## src/pkg/sse_consts.svh

```systemverilog
`ifndef SSE_CONSTS_SVH
`define SSE_CONSTS_SVH

// ----------------------------------------------------------------
// Register offsets (word aligned byte addresses)
// ----------------------------------------------------------------
`define SSE_OFF_CTRL 8'h00
`define SSE_OFF_STATUS 8'h04
`define SSE_OFF_ACC 8'h08
`define SSE_OFF_WDOG 8'h0C
`define SSE_OFF_FILE 8'h40
// Control fields
`define SSE_CTRL_GO 12
`define SSE_CTRL_OPC_MSB 11
// Status field positions
`define SSE_ST_C 0
`define SSE_ST_DC 1
`define SSE_ST_Z 2
`define SSE_ST_PWRDN 3
`define SSE_ST_EXPIRY 4
`define SSE_ST_WAKE 7
// Opcodes and masks
`define SSE_OPC_SLEEP 12'h003
`define SSE_OPC_SWAP 12'h380
`define SSE_OPC_SUB 12'h080
`define SSE_OPC_MASK 12'hFC0
// Reset values
`define SSE_STATUS_RST 8'h18
`define SSE_WDOG_RST 8'h00
`define SSE_PRE_RST 8'h00
`endif

```

## src/pkg/sse_pkg.sv

```systemverilog
package sse_pkg;
   typedef enum logic [1:0] {SSE_OP_NONE, SSE_OP_SLEEP, SSE_OP_SWAP, SSE_OP_SUB} sse_op_t;
   typedef enum {SSE_IDLE, SSE_ACK} sse_bus_t;
endpackage

```

## src/rtl/sse_alu.sv

```systemverilog
`timescale 1ns/10ps
`include "sse_consts.svh"
// Combinational datapath for the decoded operation
module sse_alu
  (
   input wire sse_pkg::sse_op_t op_i,
   input wire logic [7:0] file_i,
   input wire logic [7:0] acc_i,
   output logic [7:0] res_o,
   output logic c_o,
   output logic dc_o,
   output logic z_o
   );
   import sse_pkg::*;
   logic [8:0] diff;
   logic [4:0] ldiff;
   // ----------------------------------------------------------------
   // Arithmetic
   // ----------------------------------------------------------------
   // Two's complement subtract; carry means no borrow
   assign diff = {1'b0, file_i} + {1'b0, ~acc_i} + 9'h001;
   assign ldiff = {1'b0, file_i[3:0]} + {1'b0, ~acc_i[3:0]} + 5'h01;
   always_comb
   begin
      res_o = file_i;
      c_o = diff[8];
      dc_o = ldiff[4];
      z_o = (diff[7:0] == 8'h00);
      case (op_i)
         SSE_OP_SWAP: res_o = {file_i[3:0], file_i[7:4]};
         SSE_OP_SUB: res_o = diff[7:0];
         default: res_o = file_i;
      endcase
   end
endmodule

```

## src/rtl/sse_core.sv

```systemverilog
// Implementation choices: register access over Wishbone and the address map.
`timescale 1ns/10ps
`include "sse_consts.svh"
// Executes one 12-bit opcode per Wishbone write to the control word with the go bit set
module sse_core
  #(
   parameter int FILE_DEPTH = 32
   )
  (
   input wire logic sys_clk_i,
   input wire logic srst_i,
   input wire logic wb_cyc_i,
   input wire logic wb_stb_i,
   input wire logic wb_we_i,
   input wire logic [7:0] wb_adr_i,
   input wire logic [3:0] wb_sel_i,
   input wire logic [31:0] wb_dat_i,
   output logic [31:0] wb_dat_o,
   output logic wb_ack_o,
   output logic wake_sleep_o,
   output logic [7:0] watchdog_counter_o
   );
   import sse_pkg::*;
   logic [7:0] acc_r;
   logic [7:0] status_r;
   logic [7:0] watchdog_counter_r;
   logic [7:0] wdog_pre_r;
   logic [7:0] file_r [FILE_DEPTH];
   logic wb_ack_r;
   logic [31:0] wb_dat_r;
   logic sleep_r;
   logic [11:0] opc;
   logic [4:0] fadr;
   logic dbit;
   logic go;
   sse_op_t op;
   logic [7:0] res;
   logic alu_c;
   logic alu_dc;
   logic alu_z;
   logic wr;
   logic [4:0] widx;
   logic [31:0] rd_nxt;
   logic [7:0] foff;
   logic fsel;
   // ----------------------------------------------------------------
   // Bus decode
   // ----------------------------------------------------------------
   // A write takes effect at the edge where the master samples ack high
   assign wr = wb_cyc_i && wb_stb_i && wb_we_i && wb_ack_r;
   // File window starts at its own offset; index counts words from there
   assign foff = wb_adr_i - `SSE_OFF_FILE;
   assign widx = foff[6:2];
   assign fsel = (wb_adr_i >= `SSE_OFF_FILE) && (foff[7:2] < FILE_DEPTH);
   assign go = wr && wb_sel_i[1] && (wb_adr_i == `SSE_OFF_CTRL) && wb_dat_i[`SSE_CTRL_GO];
   assign opc = wb_dat_i[`SSE_CTRL_OPC_MSB:0];
   assign fadr = opc[4:0];
   assign dbit = opc[5];
   // Opcode decode
   always_comb
   begin
      if (opc == `SSE_OPC_SLEEP)
         op = SSE_OP_SLEEP;
      else if ((opc & `SSE_OPC_MASK) == `SSE_OPC_SWAP)
         op = SSE_OP_SWAP;
      else if ((opc & `SSE_OPC_MASK) == `SSE_OPC_SUB)
         op = SSE_OP_SUB;
      else
         op = SSE_OP_NONE;
   end
   sse_alu u_alu
     (
      .op_i(op),
      .file_i(file_r[fadr]),
      .acc_i(acc_r),
      .res_o(res),
      .c_o(alu_c),
      .dc_o(alu_dc),
      .z_o(alu_z)
      );
   // ----------------------------------------------------------------
   // Handshake
   // ----------------------------------------------------------------
   // Ack one cycle after the strobe, dropped the next cycle
   always_ff @(posedge sys_clk_i)
   begin
      if (srst_i)
         wb_ack_r <= 1'b0;
      else
         wb_ack_r <= wb_cyc_i && wb_stb_i && !wb_ack_r;
   end
   // Read mux; unmapped reads return zero
   always_comb
   begin
      rd_nxt = 32'h0000_0000;
      if (wb_adr_i == `SSE_OFF_STATUS)
         rd_nxt = {24'h00_0000, status_r};
      else if (wb_adr_i == `SSE_OFF_ACC)
         rd_nxt = {24'h00_0000, acc_r};
      else if (wb_adr_i == `SSE_OFF_WDOG)
         rd_nxt = {16'h0000, wdog_pre_r, watchdog_counter_r};
      else if (fsel)
         rd_nxt = {24'h00_0000, file_r[widx]};
   end
   always_ff @(posedge sys_clk_i)
   begin
      if (srst_i)
         wb_dat_r <= 32'h0000_0000;
      else
         wb_dat_r <= rd_nxt;
   end
   // ----------------------------------------------------------------
   // Accumulator and file registers
   // ----------------------------------------------------------------
   always_ff @(posedge sys_clk_i)
   begin
      if (srst_i)
         acc_r <= 8'h00;
      else if (wr && wb_sel_i[0] && wb_adr_i == `SSE_OFF_ACC)
         acc_r <= wb_dat_i[7:0];
      else if (go && (op == SSE_OP_SWAP || op == SSE_OP_SUB) && !dbit)
         acc_r <= res;
   end
   always_ff @(posedge sys_clk_i)
   begin
      if (go && (op == SSE_OP_SWAP || op == SSE_OP_SUB) && dbit)
         file_r[fadr] <= res;
      else if (wr && wb_sel_i[0] && fsel)
         file_r[widx] <= wb_dat_i[7:0];
   end
   // ----------------------------------------------------------------
   // Status flags and watchdog
   // ----------------------------------------------------------------
   always_ff @(posedge sys_clk_i)
   begin
      if (srst_i)
         status_r <= `SSE_STATUS_RST;
      else if (go && op == SSE_OP_SLEEP)
      begin
         status_r[`SSE_ST_EXPIRY] <= 1'b1;
         status_r[`SSE_ST_PWRDN] <= 1'b0;
      end
      else if (go && op == SSE_OP_SUB)
      begin
         status_r[`SSE_ST_C] <= alu_c;
         status_r[`SSE_ST_DC] <= alu_dc;
         status_r[`SSE_ST_Z] <= alu_z;
      end
      else if (wr && wb_sel_i[0] && wb_adr_i == `SSE_OFF_STATUS)
         status_r <= wb_dat_i[7:0];
   end
   // Watchdog prescaler counts each cycle outside sleep; the counter steps once every 256 cycles
   always_ff @(posedge sys_clk_i)
   begin
      if (srst_i)
      begin
         watchdog_counter_r <= `SSE_WDOG_RST;
         wdog_pre_r <= `SSE_PRE_RST;
      end
      else if (go && op == SSE_OP_SLEEP)
      begin
         watchdog_counter_r <= 8'h00;
         wdog_pre_r <= 8'h00;
      end
      else if (!sleep_r)
      begin
         wdog_pre_r <= wdog_pre_r + 8'h01;
         if (wdog_pre_r == 8'hFF)
            watchdog_counter_r <= watchdog_counter_r + 8'h01;
      end
   end
   // Sleep request held until status is rewritten by software
   always_ff @(posedge sys_clk_i)
   begin
      if (srst_i)
         sleep_r <= 1'b0;
      else if (go && op == SSE_OP_SLEEP)
         sleep_r <= 1'b1;
      else if (wr && wb_adr_i == `SSE_OFF_STATUS)
         sleep_r <= 1'b0;
   end
   assign wb_ack_o = wb_ack_r;
   assign wb_dat_o = wb_dat_r;
   assign wake_sleep_o = sleep_r;
   assign watchdog_counter_o = watchdog_counter_r;
   // ----------------------------------------------------------------
   // Checks
   // ----------------------------------------------------------------
   chk_sleep_wdog_clear: assert property (@(posedge sys_clk_i) disable iff (srst_i)
      (go && op == SSE_OP_SLEEP) |=> (watchdog_counter_r == 8'h00 && wdog_pre_r == 8'h00))
      else $error("watchdog not cleared by sleep");
   chk_sleep_expiry_set: assert property (@(posedge sys_clk_i) disable iff (srst_i)
      (go && op == SSE_OP_SLEEP) |=> status_r[`SSE_ST_EXPIRY])
      else $error("expiry flag not set");
   chk_sleep_pwrdn_wake: assert property (@(posedge sys_clk_i) disable iff (srst_i)
      (go && op == SSE_OP_SLEEP) |=> (!status_r[`SSE_ST_PWRDN]
      && status_r[`SSE_ST_WAKE] == $past(status_r[`SSE_ST_WAKE])))
      else $error("powerdown or wake flag wrong");
   chk_swap_no_flags: assert property (@(posedge sys_clk_i) disable iff (srst_i)
      (go && op == SSE_OP_SWAP) |=> $stable(status_r))
      else $error("swap touched status");
   chk_swap_to_acc: assert property (@(posedge sys_clk_i) disable iff (srst_i)
      (go && op == SSE_OP_SWAP && !dbit) |=>
      (acc_r == {$past(file_r[fadr][3:0]), $past(file_r[fadr][7:4])}))
      else $error("swap result not in accumulator");
   chk_swap_to_file: assert property (@(posedge sys_clk_i) disable iff (srst_i)
      (go && op == SSE_OP_SWAP && dbit) |=> $stable(acc_r))
      else $error("swap to file changed accumulator");
   chk_swap_file_data: assert property (@(posedge sys_clk_i) disable iff (srst_i)
      (go && op == SSE_OP_SWAP && dbit) |=>
      (file_r[$past(fadr)] == {$past(file_r[fadr][3:0]), $past(file_r[fadr][7:4])}))
      else $error("swap result not in file register");
   chk_sub_digit: assert property (@(posedge sys_clk_i) disable iff (srst_i)
      (go && op == SSE_OP_SUB) |=>
      (status_r[`SSE_ST_DC] == ($past(file_r[fadr][3:0]) >= $past(acc_r[3:0]))))
      else $error("subtract digit carry wrong");
   chk_sub_carry: assert property (@(posedge sys_clk_i) disable iff (srst_i)
      (go && op == SSE_OP_SUB) |=>
      (status_r[`SSE_ST_C] == ($past(file_r[fadr]) >= $past(acc_r))))
      else $error("subtract carry wrong");
   chk_sub_zero: assert property (@(posedge sys_clk_i) disable iff (srst_i)
      (go && op == SSE_OP_SUB && !dbit) |=>
      (status_r[`SSE_ST_Z] == (acc_r == 8'h00)))
      else $error("subtract zero flag wrong");
   chk_ack_pulse: assert property (@(posedge sys_clk_i) disable iff (srst_i)
      wb_ack_r |=> !wb_ack_r)
      else $error("ack held two cycles");
endmodule

```

## config.mk

```make
export PLATFORM = sky130hd
export DESIGN_NAME = sse_core
export DESIGN_NICKNAME = d
export VERILOG_FILES = /design/src/pkg/sse_pkg.sv /design/src/rtl/sse_alu.sv /design/src/rtl/sse_core.sv
export VERILOG_INCLUDE_DIRS = /design/src /design/src/pkg
export SDC_FILE = /design/constraint.sdc
export NUM_CORES = 1
export LEC_CHECK = 0
export ABC_AREA = 1
export BUFFER_PORTS_ARGS = -buffer_cell sky130_fd_sc_hd__buf_2
export CELL_PAD_IN_SITES_DETAIL_PLACEMENT = 2
export CELL_PAD_IN_SITES_GLOBAL_PLACEMENT = 2
export CORE_ASPECT_RATIO = 1.2
export CORE_MARGIN = 2
export CORE_UTILIZATION = 30
export DETAILED_ROUTE_END_ITERATION = 7
export PLACE_DENSITY = 0.73
export REMOVE_ABC_BUFFERS = 1
export SYNTH_ARGS = -nofsm -noshare
export SYNTH_HDL_FRONTEND = slang
export SYNTH_SLANG_ARGS = --single-unit
```

## constraint.sdc

```tcl
create_clock -name sys_clk_i -period 3.18 [get_ports sys_clk_i]
set_input_delay 0.159 -clock sys_clk_i [delete_from_list [all_inputs] [get_ports sys_clk_i]]
set_output_delay 0.159 -clock sys_clk_i [all_outputs]
set_load 0.01 [all_outputs]
```

==> flow_metrics.py <==
metrics = {
    "status": {
        "status": "complete, no violations",
    },
    "worst_setup_path": {
        "reg2reg_to": "file_r[18][6]",
        "ff2ff_path_depth": 18,
        "cp_max_fo": 20,
        "endpoint_kind": "flip-flop",
        "worstPathRequired_ns": 3.47,
        "worstReg2RegStart": "file_r[15][3]",
        "path_class": "reg2reg",
        "worstPathArrival_ns": 3.24,
        "crit_path_start_kind": "flip-flop",
        "r2r_slack_ns": 0.24,
    },
    "sta": {
        "finalMaxSlewViolations": 0,
        "fmaxAchievable_mhz": 340.0,
        "relSlewSlack_pct": 31.85,
        "finalSetupViolCount": 0,
        "fin_crit_ns": 2.941,
        "skew_ns": 0.02141,
        "tightest_slew_ns": 1.018,
        "fin_crit_sh_pct": 92.49,
        "rsz0062_at_grt": "false",
        "hold_violations": 0,
    },
    "logic_synthesis": {
        "async_reset_ff_share_pct": 0,
        "yosys_register_bits": 306,
        "synth_area_mm2": 0.01659,
        "yosysUniqueCellTypes": 44,
        "synth_cells": 2072,
        "syn_area_per_cell_um2": 8.006,
        "synthFlopType": "edfxtp_1",
        "yosysSeqAreaShare_pct": 52.38,
        "yosys_warnings": 0,
        "synth_edf_count": 256,
    },
    "job": {
        "max_cap_violations": 0,
    },
    "cells_and_area": {
        "fin_util_pct": 36.21,
        "final_nets": 2272,
        "area.growth.synth_to_final_pct": 19.63,
        "final_cells": 2953,
        "drive_above_1_share_pct": 13.54,
        "final_area_mm2": 0.01984,
    },
    "cts": {
        "cts_max_path_buffers": 3,
        "cts_root_buf": "clkbuf_16",
        "cts_num_sinks": 306,
        "numCtsBuffers": 35,
        "tritoncts": "done",
        "clock_latency_ns": 0.57,
        "path_clk_slew_ns": 0.07,
        "htree_levels": 2,
    },
    "global_routing": {
        "grt_pass1_vias": 17060,
        "antenna_found_initial": 0,
        "grt_pass1_wl_mm": 106.3,
        "grt_max_degree": 48,
        "grt_usage_pct": 25.12,
        "grt_overflow_total": 0,
    },
    "floorplan": {
        "die_h_um": 261.6,
        "core_area_mm2": 0.05481,
        "die_w_um": 218.7,
        "start_util_pct": 30.27,
        "row_count": 94,
        "pin_count": 91,
        "dieArea_mm2": 0.05720,
    },
    "placed_design": {
        "hpwlAfterDp_mm": 50.09,
        "placed_area_mm2": 0.01867,
        "gp_congestion": 0.8679,
        "dp_cells": 2883,
        "port_buffers": 53,
    },
    "power_and_ir_drop": {
        "ir_drop_mv": 0.4772,
        "switching_share_pct": 27.58,
        "clock_power_share_pct": 40.2,
        "p_leak_nw": 8.322,
        "power_mw": 9.843,
        "p_switching_mw": 2.715,
        "powerDensity_mw_per_mm2": 496.0,
        "pwr-share-comb_pct": 14.6,
        "seqPwrFrac_pct": 45.1,
        "internal-power_mw": 7.128,
    },
    "worst_hold_path": {
        "hp-start": "wb_dat_i[9]",
        "whs_path_depth": 4,
        "hp-class": "in2reg",
        "hold_end": "wake_sleep_o",
    },
    "drt": {
        "drt_iter0_markers": 985,
        "drc": 0,
        "viasPerCell": 5.226,
        "vias": 15430,
        "ant_nets": 0,
        "wirelength_mm": 71.56,
        "first_pass_iters": 5,
        "wl_per_cell_um": 24.23,
    },
}
[registers in the layout, summed over array words and instances, names as in the netlist]
signal              flops
acc_r                   8
file_r                256
status_r                8
wake_sleep_o            1
watchdog_counter_o      8
wb_ack_o                1
wb_dat_o               16
wdog_pre_r              8
[power by group through the flow]
stage / combinational, mW / sequential, mW / clock [mW]
2_1_floorplan: 0.557 / 4.55 / 0
3_3_place_gp: 1.36 / 4.53 / 0
3_5_place_dp: 1.41 / 4.53 / 0
4_1_cts: 1.42 / 4.44 / 4.02
5_1_grt: 1.54 / 4.44 / 4.14
6_report: 1.44 / 4.44 / 3.96
[metal layers]
| metal | global-route usage [%] | wire, um | vias up | share of wire [%] |
|---|---|---|---|---|
| met2 | 46.88 | 37200 | 361 | 52 |
| met4 | 8.596 | 2462 | 0 | 3.4 |
| met1 | 29.71 | 29210 | 7934 | 41 |
| met3 | 2.822 | 2686 | 125 | 3.8 |
| met5 | 0 | 0 | - | 0 |
| li1 | - | - | 7011 | - |
[worst max path at each step]
| stage | startpoint | endpoint | slack [ns] | depth (start not counted) |
|---|---|---|---|---|
| finish | file_r[15][3] | file_r[18][6] | 0.24 | 18 |
| global route | file_r[29][2] | file_r[30][5] | 0.02 | 18 |
| CTS | file_r[14][4] | file_r[29][7] | 0.11 | 17 |
| detailed placement | wb_dat_i[0] | file_r[29][7] | -0.23 | 21 |
| global placement | wb_dat_i[0] | file_r[24][7] | -0.14 | 21 |
| floorplan | wb_dat_i[0] | file_r[0][6] | -0.46 | 17 |
[placed cells by master (no fill, tap or decap), drive strengths merged, types with 7 or more instances in the layout]
cell         count
nand2          620
nand3          314
edfxtp         256
inv            230
nor2           221
buf            196
o21ai          113
a21oi           69
dfxtp           50
clkbuf          46
nand4           17
conb            16
clkinv          16
ha              14
o211ai          10
nor3             9
nand3b           8
xor2             7
dlygate4sd3      7
[per-stage QoR]
stage,hold slack [ns],setup slack [ns],TNS (ns)
after floorplan,0.2281,-0.4640,-82.73
after global placement,0.4286,-0.1440,-7.767
after detailed placement,0.4458,-0.2330,-20.93
after CTS,0.03637,0.1115,0
after global routing,0.08555,0.02294,0
final,0.03795,0.2388,0
[worst max-delay path, cell delays in order (launching register included)]
cell,delay (ns)
edfxtp_1,0.39
inv_1,0.07
nand2_1,0.05
nand3_1,0.08
nand3_1,0.11
nand3_1,0.19
nand2_1,0.22
nand2_1,0.12
inv_1,0.06
ha_1,0.33
nand2_1,0.07
nand2_1,0.06
nand2_1,0.09
nand4_1,0.15
nand3_2,0.13
nand3_1,0.14
nand2_1,0.10
o21ai_2,0.11
buf_12,0.19
[cells by family (layout without fill, tap and decap cells)]
family | count (synthesis) | count (layout) | share of synthesized area [%]
other | 1 | 18 | 0.02261
buffers and inverters | 354 | 498 | 8.961
AND/OR/NAND/NOR | 1193 | 1193 | 30.82
AO/OA/AOI/OAI | 194 | 194 | 6.170
XOR/XNOR | 9 | 9 | 0.4752
adder cells (fa/ha/maj) | 15 | 15 | 1.177
flip-flops | 306 | 306 | 52.38
[cell usage after synthesis, types with 2 or more instances]
cell type / count / area, um^2
a21oi_1: 69 / 345.3
buf_1: 13 / 48.80
buf_2: 38 / 190.2
buf_4: 18 / 135.1
buf_6: 3 / 33.78
clkbuf_1: 46 / 172.7
clkinv_1: 3 / 11.26
dfxtp_1: 50 / 1001
edfxtp_1: 256 / 7687
ha_1: 14 / 175.2
inv_1: 224 / 840.8
inv_2: 5 / 18.77
nand2_1: 613 / 2301
nand2_2: 6 / 37.54
nand3_1: 301 / 1506
nand3_2: 12 / 120.1
nand3b_1: 8 / 60.06
nand4_1: 16 / 100.1
nor2_1: 213 / 799.5
nor2_2: 4 / 25.02
nor2_4: 4 / 45.04
nor3_1: 8 / 40.04
o211ai_1: 10 / 75.07
o21ai_0: 105 / 525.5
o21ai_1: 2 / 10.01
o21ai_2: 6 / 52.55
xnor2_1: 2 / 17.52
xor2_1: 7 / 61.31
[layout make-up]
cell class              count  area [um^2]
clock inverters            14        117.6
inverters                 235        892.1
fillers                  6260        34960
multi-input cells        1427         6539
repair buffers            203         1764
flip-flops and latches    306         8688
clock buffers              46        937.1
diodes                      2        5.005
well taps                 720        900.9
[repair_timing]
| action | 4_1_cts | 5_1_grt |
|---|---|---|
| endpoints found under the hold margin | 13 | 0 |
| buffers inserted | 0 | 1 |
| endpoints found under the setup margin | 0 | 159 |
| hold buffers | 7 | 0 |
| resized for setup | 0 | 10 |
(Power assumes the default switching activity.)
